`src/instrument_bus_regs.svh`:
```
// register offsets, reset values, bus command codes and timing counts
`ifndef INSTRUMENT_BUS_REGS_SVH
`define INSTRUMENT_BUS_REGS_SVH
`define CTRL_OFS 5'h00
`define STAT_OFS 5'h04
`define SRE_OFS 5'h08
`define STB_OFS 5'h0c
`define RX_OFS 5'h10
`define TX_OFS 5'h14
`define TXCMD_OFS 5'h18
`define ADDR_DEF 5'h0c
`define ADDR_MIN 5'h01
`define ADDR_MAX 5'h1e
`define MSG_MAX 64
`define CMD_GTL 7'h01
`define CMD_SDC 7'h04
`define CMD_LLO 7'h11
`define CMD_DCL 7'h14
`define CMD_SPE 7'h18
`define CMD_SPD 7'h19
`define CMD_UNL 7'h3f
`define CMD_UNT 7'h5f
`define CHR_CR 8'h0d
`define CHR_LF 8'h0a
`define CHR_SEMI 8'h3b
`define RQS_BIT 6
`define CLK_NS 100
`define SETTLE_NS 500
`define SETTLE_CYC ((`SETTLE_NS + `CLK_NS - 1) / `CLK_NS)
`endif

```
`src/instrument_bus_pkg.sv`:
```
// types shared by the instrument bus port
package instrument_bus_pkg;
    typedef enum logic [1:0] {TERM_CRLF, TERM_LFCR, TERM_LF, TERM_EOI} term_sel_t;
    typedef enum logic [1:0] {AH_IDLE, AH_WAIT_DAV, AH_WAIT_REL} ah_state_t;
    typedef enum logic [1:0] {SH_IDLE, SH_SETTLE, SH_WAIT_RFD, SH_WAIT_DAC} sh_state_t;
    typedef enum logic [1:0] {PH_DATA, PH_TERM1, PH_TERM2} tx_phase_t;
endpackage

```
`src/instrument_bus_talker_listener.sv`:
```
// device-side talker/listener port of the instrument bus
`include "instrument_bus_regs.svh"

module instrument_bus_talker_listener
    import instrument_bus_pkg::*;
#(
    parameter int DEPTH = `MSG_MAX
) (
    input wire logic mclk_i,
    input wire logic srst_i,
    input wire logic [4:0] addr_i,
    input wire logic [31:0] wdata_i,
    input wire logic wr_i,
    input wire logic rd_i,
    output logic [31:0] rdata_o,
    input wire logic [7:0] dio_i,
    input wire logic atn_n_i,
    input wire logic ren_n_i,
    input wire logic ifc_n_i,
    input wire logic eoi_n_i,
    input wire logic dav_n_i,
    input wire logic nrfd_n_i,
    input wire logic ndac_n_i,
    output logic [7:0] dio_o,
    output logic dio_oe_o,
    output logic dav_oe_o,
    output logic eoi_oe_o,
    output logic nrfd_oe_o,
    output logic ndac_oe_o,
    output logic srq_oe_o,
    output logic remote_o,
    output logic lockout_o,
    output logic dev_clear_o
);
    localparam int PW = $clog2(DEPTH) + 1;
    localparam logic [2:0] SETTLE_CYC = 3'(`SETTLE_CYC);

    logic [4:0] addr_reg;
    term_sel_t term_reg;
    logic talk_only_reg, sel_reg;
    logic [7:0] sre_reg, stb_reg;
    logic listen_reg, talk_reg, spoll_reg;
    logic remote_reg, lockout_reg, ren_prev_reg;
    ah_state_t ah_state;
    sh_state_t sh_state;
    logic [2:0] settle_reg;
    logic [7:0] rx_byte_reg, prev_reg;
    logic rx_sep_reg, rx_eom_reg, rx_valid_reg, msg_open_reg;
    logic [7:0] mem [DEPTH];
    logic [PW-1:0] wr_ptr, rd_ptr, len_reg;
    logic resp_ready_reg, tx_poll_reg;
    tx_phase_t phase_reg;
    logic [7:0] dio_reg, sent_reg;
    logic dio_oe_reg, dav_oe_reg, eoi_oe_reg, nrfd_oe_reg, ndac_oe_reg, srq_oe_reg;
    logic dev_clear_reg;
    logic [31:0] rdata_reg;

    // combinational decode of the bus side
    logic [6:0] cmd;
    logic active, ready, take, cmd_take, data_take, abort;
    logic is_mla, is_mta, other_ta, clear_evt, new_msg, term_hit;
    logic talker_act, rqs, src_go, src_stop, byte_done, last_byte;
    logic [7:0] next_byte;
    logic next_eoi;

    assign cmd = dio_i[6:0];
    assign abort = !ifc_n_i;
    assign active = sel_reg && (!atn_n_i || listen_reg);
    // commands are always taken; data waits for software to empty the holding byte
    assign ready = !atn_n_i || !rx_valid_reg;
    assign take = ah_state == AH_WAIT_DAV && ready && !dav_n_i && !abort;
    assign cmd_take = take && !atn_n_i;
    assign data_take = take && atn_n_i;
    assign is_mla = cmd == {2'b01, addr_reg};
    assign is_mta = cmd == {2'b10, addr_reg};
    assign other_ta = cmd[6:5] == 2'b10 && !is_mta && cmd != `CMD_UNT;
    // selective clear only counts while addressed to listen
    assign clear_evt = cmd_take && (cmd == `CMD_DCL || (cmd == `CMD_SDC && listen_reg));
    assign new_msg = data_take && !msg_open_reg;
    assign talker_act = talk_reg || talk_only_reg;
    assign rqs = sre_reg[`RQS_BIT] && |(stb_reg & sre_reg & 8'hbf);

    // a message ends only on the full terminator sequence
    always_comb begin
        case (term_reg)
            TERM_CRLF: term_hit = dio_i == `CHR_LF && prev_reg == `CHR_CR;
            TERM_LFCR: term_hit = dio_i == `CHR_CR && prev_reg == `CHR_LF;
            TERM_LF: term_hit = dio_i == `CHR_LF;
            TERM_EOI: term_hit = !eoi_n_i;
            default: term_hit = 1'b0;
        endcase
    end

    // control and service request enable registers
    always_ff @(posedge mclk_i) begin
        if (srst_i) begin
            addr_reg <= `ADDR_DEF;
            term_reg <= TERM_CRLF;
            talk_only_reg <= 1'b0;
            sel_reg <= 1'b1;
            sre_reg <= 8'h00;
        end else if (wr_i && addr_i == `CTRL_OFS) begin
            // out-of-range addresses are ignored, the old one stays
            if (wdata_i[4:0] >= `ADDR_MIN && wdata_i[4:0] <= `ADDR_MAX) begin
                addr_reg <= wdata_i[4:0];
            end
            term_reg <= term_sel_t'(wdata_i[6:5]);
            talk_only_reg <= wdata_i[7];
            sel_reg <= wdata_i[8];
        end else if (wr_i && addr_i == `SRE_OFS) begin
            sre_reg <= wdata_i[7:0];
        end
    end

    // status bits: software sets, a finished poll clears what it reported; set wins
    always_ff @(posedge mclk_i) begin
        if (srst_i) begin
            stb_reg <= 8'h00;
        end else begin
            stb_reg <= (stb_reg & ~((byte_done && tx_poll_reg) ? sent_reg : 8'h00))
                | ((wr_i && addr_i == `STB_OFS) ? (wdata_i[7:0] & 8'hbf) : 8'h00);
        end
    end

    // addressing; parallel poll and trigger commands fall through untouched
    always_ff @(posedge mclk_i) begin
        if (srst_i || !sel_reg || abort) begin
            listen_reg <= 1'b0;
            talk_reg <= 1'b0;
            spoll_reg <= 1'b0;
        end else if (cmd_take) begin
            if (is_mla) begin
                listen_reg <= 1'b1;
                talk_reg <= 1'b0;
            end else if (is_mta) begin
                talk_reg <= 1'b1;
                listen_reg <= 1'b0;
            end else if (cmd == `CMD_UNL) begin
                listen_reg <= 1'b0;
            end else if (cmd == `CMD_UNT || other_ta) begin
                talk_reg <= 1'b0;
            end else if (cmd == `CMD_SPE) begin
                spoll_reg <= 1'b1;
            end else if (cmd == `CMD_SPD) begin
                spoll_reg <= 1'b0;
            end
        end
    end

    // remote and lockout follow REN; dropping REN returns everything to local
    always_ff @(posedge mclk_i) begin
        if (srst_i || ren_n_i || !sel_reg) begin
            remote_reg <= 1'b0;
            lockout_reg <= 1'b0;
            ren_prev_reg <= 1'b0;
        end else begin
            ren_prev_reg <= 1'b1;
            if (!ren_prev_reg || (cmd_take && is_mla)) begin
                remote_reg <= 1'b1;
            end else if (cmd_take && cmd == `CMD_GTL && listen_reg) begin
                remote_reg <= 1'b0;
            end
            if (cmd_take && cmd == `CMD_LLO) begin
                lockout_reg <= 1'b1;
            end
        end
    end

    // acceptor handshake: take on DAV, release NDAC, wait for DAV to go away
    always_ff @(posedge mclk_i) begin
        if (srst_i || abort || !active) begin
            ah_state <= AH_IDLE;
        end else begin
            case (ah_state)
                AH_IDLE: ah_state <= AH_WAIT_DAV;
                AH_WAIT_DAV: ah_state <= take ? AH_WAIT_REL : AH_WAIT_DAV;
                AH_WAIT_REL: ah_state <= dav_n_i ? AH_WAIT_DAV : AH_WAIT_REL;
                default: ah_state <= AH_IDLE;
            endcase
        end
    end

    // holding lines from flops costs one cycle of lag, which the handshake tolerates
    always_ff @(posedge mclk_i) begin
        if (srst_i) begin
            nrfd_oe_reg <= 1'b0;
            ndac_oe_reg <= 1'b0;
        end else begin
            nrfd_oe_reg <= active && !abort && !(ah_state == AH_WAIT_DAV && ready && !take);
            ndac_oe_reg <= active && !abort && ah_state != AH_WAIT_REL && !take;
        end
    end

    // received character holding byte with separator and end flags
    always_ff @(posedge mclk_i) begin
        if (srst_i || clear_evt) begin
            rx_valid_reg <= 1'b0;
            msg_open_reg <= 1'b0;
            prev_reg <= 8'h00;
            rx_byte_reg <= 8'h00;
            rx_sep_reg <= 1'b0;
            rx_eom_reg <= 1'b0;
        end else if (data_take) begin
            rx_byte_reg <= dio_i;
            rx_valid_reg <= 1'b1;
            rx_sep_reg <= dio_i == `CHR_SEMI;
            rx_eom_reg <= term_hit;
            prev_reg <= dio_i;
            msg_open_reg <= !term_hit;
        end else if (rd_i && addr_i == `RX_OFS) begin
            rx_valid_reg <= 1'b0;
        end
    end

    // response store; written by software after it parses a query
    always_ff @(posedge mclk_i) begin
        if (wr_i && addr_i == `TX_OFS && wr_ptr < PW'(DEPTH)) begin
            mem[wr_ptr[PW-2:0]] <= wdata_i[7:0];
        end
    end

    // a new message or a device clear (DCL, or SDC while listening) throws the old answer away; IFC does not
    always_ff @(posedge mclk_i) begin
        if (srst_i || clear_evt || new_msg) begin
            wr_ptr <= '0;
            resp_ready_reg <= 1'b0;
            rd_ptr <= '0;
            len_reg <= '0;
            phase_reg <= PH_DATA;
        end else if (wr_i && addr_i == `TXCMD_OFS && wdata_i[1]) begin
            wr_ptr <= '0;
            resp_ready_reg <= 1'b0;
        end else if (wr_i && addr_i == `TXCMD_OFS && wdata_i[0]) begin
            // an empty answer has nothing to carry under EOI
            resp_ready_reg <= wr_ptr != '0 || term_reg != TERM_EOI;
            len_reg <= wr_ptr;
            rd_ptr <= '0;
            phase_reg <= (wr_ptr == '0) ? PH_TERM1 : PH_DATA;
        end else if (wr_i && addr_i == `TX_OFS && wr_ptr < PW'(DEPTH)) begin
            wr_ptr <= wr_ptr + 1'b1;
        end else if (byte_done && !tx_poll_reg) begin
            if (last_byte) begin
                resp_ready_reg <= 1'b0;
                wr_ptr <= '0;
            end else if (phase_reg == PH_DATA && rd_ptr == len_reg - 1'b1) begin
                phase_reg <= PH_TERM1;
            end else if (phase_reg == PH_DATA) begin
                rd_ptr <= rd_ptr + 1'b1;
            end else begin
                phase_reg <= PH_TERM2;
            end
        end
    end

    // next byte to source: poll status byte, answer text, then terminator
    always_comb begin
        next_eoi = 1'b0;
        last_byte = 1'b0;
        next_byte = mem[rd_ptr[PW-2:0]];
        if (spoll_reg) begin
            next_byte = {stb_reg[7], rqs, stb_reg[5:0]};
        end else begin
            case (phase_reg)
                PH_DATA: begin
                    last_byte = term_reg == TERM_EOI && rd_ptr == len_reg - 1'b1;
                    next_eoi = last_byte;
                end
                PH_TERM1: begin
                    next_byte = (term_reg == TERM_CRLF) ? `CHR_CR : `CHR_LF;
                    last_byte = term_reg == TERM_LF;
                end
                PH_TERM2: begin
                    next_byte = (term_reg == TERM_CRLF) ? `CHR_LF : `CHR_CR;
                    last_byte = 1'b1;
                end
                default: last_byte = 1'b1;
            endcase
        end
    end

    // source only while addressed to talk or in talk-only mode, and ATN is false; never as controller
    assign src_go = talker_act && (spoll_reg || resp_ready_reg);
    assign src_stop = srst_i || !sel_reg || abort || !atn_n_i || !talker_act;
    assign byte_done = sh_state == SH_WAIT_DAC && ndac_n_i && !src_stop;

    // source handshake with a data settling delay before DAV
    always_ff @(posedge mclk_i) begin
        if (src_stop) begin
            sh_state <= SH_IDLE;
            dio_oe_reg <= 1'b0;
            dav_oe_reg <= 1'b0;
            eoi_oe_reg <= 1'b0;
            settle_reg <= 3'h0;
            tx_poll_reg <= 1'b0;
        end else begin
            case (sh_state)
                SH_IDLE: begin
                    dav_oe_reg <= 1'b0;
                    eoi_oe_reg <= 1'b0;
                    dio_oe_reg <= 1'b0;
                    if (src_go) begin
                        dio_oe_reg <= 1'b1;
                        eoi_oe_reg <= next_eoi;
                        tx_poll_reg <= spoll_reg;
                        settle_reg <= SETTLE_CYC - 3'h1;
                        sh_state <= SH_SETTLE;
                    end
                end
                SH_SETTLE: begin
                    settle_reg <= settle_reg - 3'h1;
                    if (settle_reg == 3'h0) begin
                        sh_state <= SH_WAIT_RFD;
                    end
                end
                SH_WAIT_RFD: begin
                    if (nrfd_n_i) begin
                        dav_oe_reg <= 1'b1;
                        sh_state <= SH_WAIT_DAC;
                    end
                end
                SH_WAIT_DAC: begin
                    if (ndac_n_i) begin
                        dav_oe_reg <= 1'b0;
                        eoi_oe_reg <= 1'b0;
                        sh_state <= SH_IDLE;
                    end
                end
                default: sh_state <= SH_IDLE;
            endcase
        end
    end

    // data lines latched with the load so they stay stable under DAV
    always_ff @(posedge mclk_i) begin
        if (srst_i) begin
            dio_reg <= 8'h00;
            sent_reg <= 8'h00;
        end else if (sh_state == SH_IDLE && src_go && !src_stop) begin
            dio_reg <= next_byte;
            sent_reg <= next_byte;
        end
    end

    // service request line and clear pulse
    always_ff @(posedge mclk_i) begin
        if (srst_i) begin
            srq_oe_reg <= 1'b0;
            dev_clear_reg <= 1'b0;
        end else begin
            srq_oe_reg <= sel_reg && rqs;
            dev_clear_reg <= clear_evt;
        end
    end

    // register reads: data only in the cycle after the strobe
    always_ff @(posedge mclk_i) begin
        if (srst_i || !rd_i) begin
            rdata_reg <= 32'h0000_0000;
        end else begin
            case (addr_i)
                `CTRL_OFS: rdata_reg <= {23'h0, sel_reg, talk_only_reg, term_reg, addr_reg};
                `STAT_OFS: rdata_reg <= {24'h0, srq_oe_reg, resp_ready_reg, rx_valid_reg,
                    spoll_reg, listen_reg, talk_reg, lockout_reg, remote_reg};
                `SRE_OFS: rdata_reg <= {24'h0, sre_reg};
                `STB_OFS: rdata_reg <= {24'h0, stb_reg[7], rqs, stb_reg[5:0]};
                `RX_OFS: rdata_reg <= {21'h0, rx_valid_reg, rx_eom_reg, rx_sep_reg, rx_byte_reg};
                default: rdata_reg <= 32'h0000_0000;
            endcase
        end
    end

    assign rdata_o = rdata_reg;
    assign dio_o = dio_reg;
    assign dio_oe_o = dio_oe_reg;
    assign dav_oe_o = dav_oe_reg;
    assign eoi_oe_o = eoi_oe_reg;
    assign nrfd_oe_o = nrfd_oe_reg;
    assign ndac_oe_o = ndac_oe_reg;
    assign srq_oe_o = srq_oe_reg;
    assign remote_o = remote_reg;
    assign lockout_o = lockout_reg;
    assign dev_clear_o = dev_clear_reg;

    property p_addr_range;
        @(posedge mclk_i) disable iff (srst_i) addr_reg >= `ADDR_MIN && addr_reg <= `ADDR_MAX;
    endproperty
    a_addr_range: assert property (p_addr_range) else $error("bus address out of range");

    property p_listen_drops_talk;
        @(posedge mclk_i) disable iff (srst_i) cmd_take && is_mla && !abort |=> listen_reg && !talk_reg;
    endproperty
    a_listen_drops_talk: assert property (p_listen_drops_talk) else $error("talker kept");

    property p_talk_drops_listen;
        @(posedge mclk_i) disable iff (srst_i) cmd_take && is_mta && !abort |=> talk_reg && !listen_reg;
    endproperty
    a_talk_drops_listen: assert property (p_talk_drops_listen) else $error("listener kept");

    property p_quiet_under_atn;
        @(posedge mclk_i) disable iff (srst_i) !atn_n_i |=> !dav_oe_reg && !dio_oe_reg;
    endproperty
    a_quiet_under_atn: assert property (p_quiet_under_atn) else $error("drove bus under ATN");

    property p_ren_remote;
        @(posedge mclk_i) disable iff (srst_i) sel_reg && $fell(ren_n_i) ##1 !ren_n_i && sel_reg |-> remote_reg;
    endproperty
    a_ren_remote: assert property (p_ren_remote) else $error("REN did not give remote");

    property p_ifc_abort;
        @(posedge mclk_i) disable iff (srst_i) !ifc_n_i |=> !talk_reg && !listen_reg && sh_state == SH_IDLE;
    endproperty
    a_ifc_abort: assert property (p_ifc_abort) else $error("IFC did not abort");

    property p_srq_enable;
        @(posedge mclk_i) disable iff (srst_i) srq_oe_reg |-> $past(sre_reg[`RQS_BIT]);
    endproperty
    a_srq_enable: assert property (p_srq_enable) else $error("SRQ without enable");

    property p_llo;
        @(posedge mclk_i) disable iff (srst_i)
            cmd_take && cmd == `CMD_LLO && !ren_n_i && sel_reg ##1 !ren_n_i && sel_reg |-> lockout_reg;
    endproperty
    a_llo: assert property (p_llo) else $error("LLO not taken");

    property p_dcl;
        @(posedge mclk_i) disable iff (srst_i)
            cmd_take && cmd == `CMD_DCL |=> !rx_valid_reg && !resp_ready_reg && dev_clear_reg ##1 !dev_clear_reg;
    endproperty
    a_dcl: assert property (p_dcl) else $error("DCL did not clear");

    property p_sdc_unaddressed;
        @(posedge mclk_i) disable iff (srst_i)
            cmd_take && cmd == `CMD_SDC && !listen_reg |=> !dev_clear_reg;
    endproperty
    a_sdc_unaddressed: assert property (p_sdc_unaddressed) else $error("SDC cleared unaddressed");

    property p_gtl;
        @(posedge mclk_i) disable iff (srst_i)
            cmd_take && cmd == `CMD_GTL && listen_reg && !abort |=> !remote_reg;
    endproperty
    a_gtl: assert property (p_gtl) else $error("GTL kept remote");

    property p_talk_only_tx;
        @(posedge mclk_i) disable iff (srst_i) $rose(dav_oe_reg) |-> $past(talker_act, 2);
    endproperty
    a_talk_only_tx: assert property (p_talk_only_tx) else $error("sourced while not talker");

    property p_single_if;
        @(posedge mclk_i) disable iff (srst_i) !sel_reg ##1 !sel_reg |-> !nrfd_oe_reg && !ndac_oe_reg && !srq_oe_reg;
    endproperty
    a_single_if: assert property (p_single_if) else $error("bus used while deselected");
endmodule

```
`config.mk`:
```
export PLATFORM = sky130hd
export DESIGN_NAME = instrument_bus_talker_listener
export DESIGN_NICKNAME = d
export VERILOG_FILES = /design/src/instrument_bus_pkg.sv /design/src/instrument_bus_talker_listener.sv
export VERILOG_INCLUDE_DIRS = /design/src
export SDC_FILE = /design/constraint.sdc
export NUM_CORES = 1
export LEC_CHECK = 0
export BUFFER_PORTS_ARGS = -buffer_cell sky130_fd_sc_hd__buf_4
export CAP_MARGIN = 20
export CORE_MARGIN = 4
export CORE_UTILIZATION = 45
export CTS_CLUSTER_DIAMETER = 80
export CTS_CLUSTER_SIZE = 28
export DETAILED_ROUTE_END_ITERATION = 8
export HOLD_SLACK_MARGIN = 0.15
export REMOVE_ABC_BUFFERS = 1
export SLEW_MARGIN = 10
export SYNTH_ARGS = -nofsm -noshare
export SYNTH_HDL_FRONTEND = slang
export SYNTH_SLANG_ARGS = --single-unit
```
`constraint.sdc`:
```
create_clock -name mclk_i -period 3.43 [get_ports mclk_i]
set_input_delay 0.5145 -clock mclk_i [delete_from_list [all_inputs] [get_ports mclk_i]]
set_output_delay 0.5145 -clock mclk_i [all_outputs]
set_load 0.005 [all_outputs]
```
==> results of run 1 <==
per-layer routing:
metal	vias to the layer above	share of wire	track usage
li1	6231	-	-
met1	7318	0.44	0.2857
met2	405	0.48	0.3247
met3	87	0.054	0.02644
met4	4	0.027	0.05185
met5	-	0.00047	0
logic make-up after synthesis:
kind of cell               after synthesis  synth area share
DFF                                    618            0.6916
and+or+nand+nor                        379           0.07063
muxes                                  191            0.1523
AOI/OAI and AO/OA                      183           0.04679
buffers and inverters                  128           0.02686
xor gates and xnor gates                15          0.005193
adders and majority gates               13          0.006430
other                                    1         0.0001482
worst min path at each step:
stage / from / slack [ns] / endpoint
2_1_floorplan: ren_prev_reg$_DFF_P_ / 0.39 / remote_o$_SDFFE_PN0P_
3_3_place_gp: ren_prev_reg$_DFF_P_ / 0.41 / remote_o$_SDFFE_PN0P_
3_5_place_dp: ren_prev_reg$_DFF_P_ / 0.40 / remote_o$_SDFFE_PN0P_
4_1_cts: dio_i[7] / 0.15 / prev_reg[7]$_SDFFE_PP0P_
5_1_grt: dio_i[7] / 0.16 / prev_reg[7]$_SDFFE_PP0P_
6_report: dio_i[7] / 0.18 / prev_reg[7]$_SDFFE_PP0P_
metrics by stage:
step	utilization	hold WS, ns	instance area, um^2	power, uW	TNS [ns]
finish	0.5082	0.1817	28160	12530	0
global route	0.5082	0.1646	28160	12950	0
CTS	0.5082	0.1512	28160	12630	0
detailed placement	0.4909	0.4003	27210	8570	0
global placement	0.4909	0.4052	27210	8559	0
floorplan	-	0.3906	24780	8358	-27.53
report_power, final:
group          switching, uW  internal [uW]
Combinational            208           67.7
Sequential              15.6           8110
Clock                   2370           1750
area by class of cell:
cell class | instances | area (um^2)
inverters | 23 | 86.33
well taps | 748 | 935.9
fillers | 4554 | 27250
multi-input cells | 802 | 7208
clock inverters | 12 | 155.1
clock buffers | 41 | 780.7
repair buffers | 191 | 1489
flip-flops and latches | 618 | 17510
synth_stat cells, types with 6 or more instances:
library cell,n,area share
a211oi_1,10,0.0030
a21oi_1,60,0.012
a221oi_1,10,0.0035
a22oi_1,9,0.0027
a31oi_1,14,0.0035
buf_1,7,0.0010
buf_2,18,0.0036
buf_4,28,0.0083
clkbuf_1,43,0.0064
dfxtp_1,106,0.084
edfxtp_1,512,0.61
ha_1,13,0.0064
inv_1,23,0.0034
mux2i_1,34,0.013
mux4_2,155,0.14
nand2_1,80,0.012
nand3_1,29,0.0057
nand3b_1,8,0.0024
nor2_1,163,0.024
nor2b_1,14,0.0035
nor3_1,21,0.0042
o211ai_1,9,0.0027
o21ai_0,34,0.0067
or3_1,6,0.0015
or4_1,10,0.0030
xnor2_1,9,0.0031
xor2_1,6,0.0021
worst max-delay path, delay by kind of cell, from the launching register on:
family,cells,cell delay [ns]
mux,2,1.11
compound gates,2,0.60
flops,1,0.69
buf+inv,2,0.51
timing repair:
action,in CTS,in global routing
hold buffers,2,0
buffers inserted,0,0
endpoints found under the hold margin,2,0
==> qor.txt, run 1 <==
Final Hold Vio Count: 0
placed insts: 2380
largest net degree at the start of global routing: 68
Max Slew Vio Count: 0
post-synthesis cell count: 1528
clk_skew: 0.01538 ns
vias in the first global route: 13930
Slew Limit Headroom: 0.4368
Die Footprint: 0.06007 mm^2
worst hold stages: 3
Port Buf Inserts: 60
cell area power density: 444.8 mW/mm^2
cells on worst reg2reg path: 6
sequential element share of the synthesized area: 0.6916
core footprint: 0.05542 mm^2
ys flop type: edfxtp_1
reg2reg end: sent_reg[5]$_SDFFE_PP0P_
commonest non-fill, non-tap cells in the layout: edfxtp_1 (512), buf_4 (185), nor2_1 (163)
clock latency on the worst-skew pair: 0.60 ns
vias: 14050
Max Buffers Root-to-Sink: 3
Area Overhead vs Synth: 11.32%
Largest register FFs: 512
grt total ovfl: 0
P_leak: 0.008844 uW
Max stage delay cell, worst path: dfxtp_4
commonest non-fill, non-tap cell in the layout: edfxtp_1
Mapped Area: 0.02530 mm^2
reg-to-reg setup timing slack: 0.35 ns
Worst setup endpoint: sent_reg[5]$_SDFFE_PP0P_
number of antenna violations at the first check in global routing: 2
ys async rst share: 0
Synth Warn #: 0
synth unique cells: 72
Die Height: 245.1 um
unrepaired setup endpoints after global routing: false
first-pass GRT wire length: 90070 um
pre-CTS WS: 0.2841 ns
final std cells w/o fill: 2435
root buf cell: clkbuf_16
CTS tree: yes
critical path class: flip-flop to flip-flop
status: completed
layout cell share with drive strength beyond 1: 0.2442
Die Wd: 245.1 um
worst hold path class: primary input to flip-flop
Synth Area per Inst: 16.56 um^2
worst vdd ir: 0.0003585 V
fin crit period: 3.083 ns
# rows: 86
Worst Path Required: 3.89 ns
Max Fclk: 0.3243 GHz
Initial DRC Count: 1587
CP max FO: 24
Routed WL: 60110 um
Total Routing Usage GR: 0.1988
Antenna Nets Post-Route: 0
critical path capture point type: flip-flop
GP Congestion: 0.8557
Post-synth EDFFs: 512
Critical Path Max Stage Delay: 0.69 ns
cts bufs inserted: 29
crit-path cells: buf_12 > buf_12 > mux4_2 > mux4_2 > a2111oi_0 > a2111oi_0
fin nets: 1734
Vias/cell: 5.768
H-tree Lvls: 1
antenna diode count: 0
Clock transition at path regs: 0.10 ns
Synth Register Bits: 618
Routed wire per std cell: 24.69 um
Worst-Margin Slew: 0.8447 ns
CP arrival: 3.55 ns
Max Cap Violations: 0
final setup violation count: 0
Initial Util: 0.4565
final worst-path cycle share: 0.8989
TritonRoute pass-1 iters: 6
final worst slack: 0.3468 ns
CTS Sinks: 618
half-perimeter wire length after placement: 40010 um
IO Pins: 105
# DRC: 0
CTS resizes: 0
Critical Path Start Type: flip-flop
Note: power is estimated with default switching activity, not from simulation.
==> run 2: changes to the inputs <==
Settings changed: CTS_BUF_LIST set to sky130_fd_sc_hd__clkbuf_16.
==> qor.txt, run 2 (synthesis gave the netlist of run 1 again) <==
critical path capture point type: flip-flop
antenna diode count: 0 (unchanged)
status: completed
first-pass GRT wire length: 90090 um (about the same)
unrepaired setup endpoints after global routing: false
root buf cell: clkbuf_16
pre-CTS WS: 0.2841 ns (unchanged)
GP Congestion: 0.8557 (unchanged)
CP max FO: 24 (unchanged)
worst vdd ir: 0.0003613 V (+0.76%)
CTS resizes: 0 (unchanged)
Largest register FFs: 512 (unchanged)
met3 usage: 0.02655 (+0.0001092)
Max Cap Violations: 0 (unchanged)
Worst-Margin Slew: 0.8489 ns (+0.004173 ns)
Initial Util: 0.4565 (unchanged)
Total Routing Usage GR: 0.1988 (about the same)
fin crit period: 3.077 ns (-0.005975 ns)
most used routing layer: met2
critical path's top delay family: multiplexers
# fillers: 4555 (+0.022%)
Max Fclk: 0.3250 GHz (+0.19%)
clk_skew: 0.01523 ns (-0.0001576 ns)
Routed WL: 60120 um (about the same)
final setup TNS: 0 ns (unchanged)
TritonRoute pass-1 iters: 5 (-1)
number of antenna violations at the first check in global routing: 2 (unchanged)
final worst-path cycle share: 0.8971 (-0.001742)
dpl cell area: 0.02721 mm^2 (unchanged)
FF/Latch Area: 0.01751 mm^2 (unchanged)
fin nets: 1734 (unchanged)
Max Buffers Root-to-Sink: 3 (unchanged)
Clock transition at path regs: 0.10 ns (about the same)
Vias/cell: 5.747 (-0.36%)
Area Overhead vs Synth: 11.28% (about the same)
Max Slew Vio Count: 0 (unchanged)
H-tree Lvls: 1 (unchanged)
GR met1 Demand/Resource: 0.2859 (about the same)
Worst Path Required: 3.91 ns (+0.02 ns)
worst hold path class: primary input to flip-flop
Sw Share: 0.2084 (+0.001174)
final worst slack: 0.3528 ns (+0.005975 ns)
commonest non-fill, non-tap cells in the layout: edfxtp_1 (512), buf_4 (185), nor2_1 (163)
internal power: 9875 uW (-0.55%)
grt total ovfl: 0 (unchanged)
Final Hold Vio Count: 0 (unchanged)
fin area: 0.02815 mm^2 (about the same)
final setup violation count: 0 (unchanged)
Critical Path Start Type: flip-flop
Routed wire per std cell: 24.69 um (about the same)
Die Height: 245.1 um (unchanged)
# DRC: 0 (unchanged)
cts hold-fix bufs: 2 (unchanged)
clock latency on the worst-skew pair: 0.60 ns (about the same)
commonest non-fill, non-tap cell in the layout: edfxtp_1
P_leak: 0.008887 uW (+0.48%)
CP dominant cell by count: mux4_2
Initial DRC Count: 1594 (+0.44%)
combinational cell fraction of total power: 0.022 (about the same)
met2 Resource Use GR: 0.3246 (about the same)
crit-path cells: buf_4 > mux4_2 > mux4_2 > mux4_2 > a221oi_1 > nor3_1
Die Footprint: 0.06007 mm^2 (unchanged)
vias in the first global route: 13930 (-0.043%)
cell area power density: 443.1 mW/mm^2 (-0.36%)
net load switching power: 2600 uW (+0.17%)
Max stage delay cell, worst path: dfxtp_4
cts bufs inserted: 29 (unchanged)
vias: 14000 (-0.36%)
largest net degree at the start of global routing: 68 (unchanged)
Clk pwr share: 0.327 (-0.002)
post-CTS setup buffers: 0 (unchanged)
# rows: 86 (unchanged)
Critical Path Max Stage Delay: 0.69 ns (about the same)
Slew Limit Headroom: 0.4341 (-0.002782)
IO Pins: 105 (unchanged)
Multi-input gate area: 0.007208 mm^2 (unchanged)
Die Wd: 245.1 um (unchanged)
CP arrival: 3.55 ns (about the same)
Antenna Nets Post-Route: 0 (unchanged)
CTS Sinks: 618 (unchanged)
CTS tree: yes
core footprint: 0.05542 mm^2 (unchanged)
sequential power share: 0.651 (+0.002)
half-perimeter wire length after placement: 40010 um (unchanged)
layout cell share with drive strength beyond 1: 0.2442 (unchanged)
Buf/Inv on CP: 1 (-1)
critical path class: flip-flop to flip-flop
Port Buf Inserts: 60 (unchanged)
-- run 2: layout make-up --
cell class                      instances  area share
Clock buffer                           29     0.02578
Clock inverter                         24    0.007111
Inverter                               23    0.003067
Multi-Input combinational cell        802      0.2560
Sequential cell                       618      0.6219
Tap cell                              748     0.03324
Timing Repair Buffer                  191     0.05289
-- run 2: layer usage --
metal	part of all wire	wire length [um]
met2	0.48	29140
met5	0.00047	28
met3	0.054	3255
met4	0.026	1564
met1	0.43	26130
-- run 2: through the flow --
| stage | total power, uW | util | hold WS (ns) | std cells |
|---|---|---|---|---|
| 5_1_grt | 12900 | 0.5080 | 0.1624 | 2435 |
| 3_5_place_dp | 8570 | 0.4909 | 0.4003 | 2380 |
| 4_1_cts | 12580 | 0.5080 | 0.1507 | 2435 |
| 3_3_place_gp | 8559 | 0.4909 | 0.4052 | 2380 |
| 2_1_floorplan | 8358 | - | 0.3906 | 1443 |
| 6_report | 12480 | 0.5080 | 0.1796 | 2435 |
-- run 2: final timing paths --
check                                     startpoint                        to  slack (ns)  depth (start not counted)
worst min-delay path                        dio_i[7]  prev_reg[7]$_SDFFE_PP0P_        0.18                          3
worst max-delay path                       flip-flop  sent_reg[2]$_SDFFE_PP0P_        0.35                          6
worst max register to register             flip-flop  sent_reg[2]$_SDFFE_PP0P_        0.35                          6
worst min register to register  ren_prev_reg$_DFF_P_     remote_o$_SDFFE_PN0P_        0.42                          1
-- run 2: power by group through the flow --
stage	Combinational, uW	Sequential, uW	Clock, uW
detailed placement	274	8300	0
global route	301	8130	4480
CTS	276	8120	4180
finish	276	8120	4070
global placement	264	8290	0
floorplan	64.1	8290	0
-- run 2: worst register-to-register path: stages, from the launching register on --
cell	delay [ns]
dfxtp_4	0.69
buf_4	0.31
mux4_2	0.52
mux4_2	0.57
mux4_2	0.53
a221oi_1	0.29
nor3_1	0.07
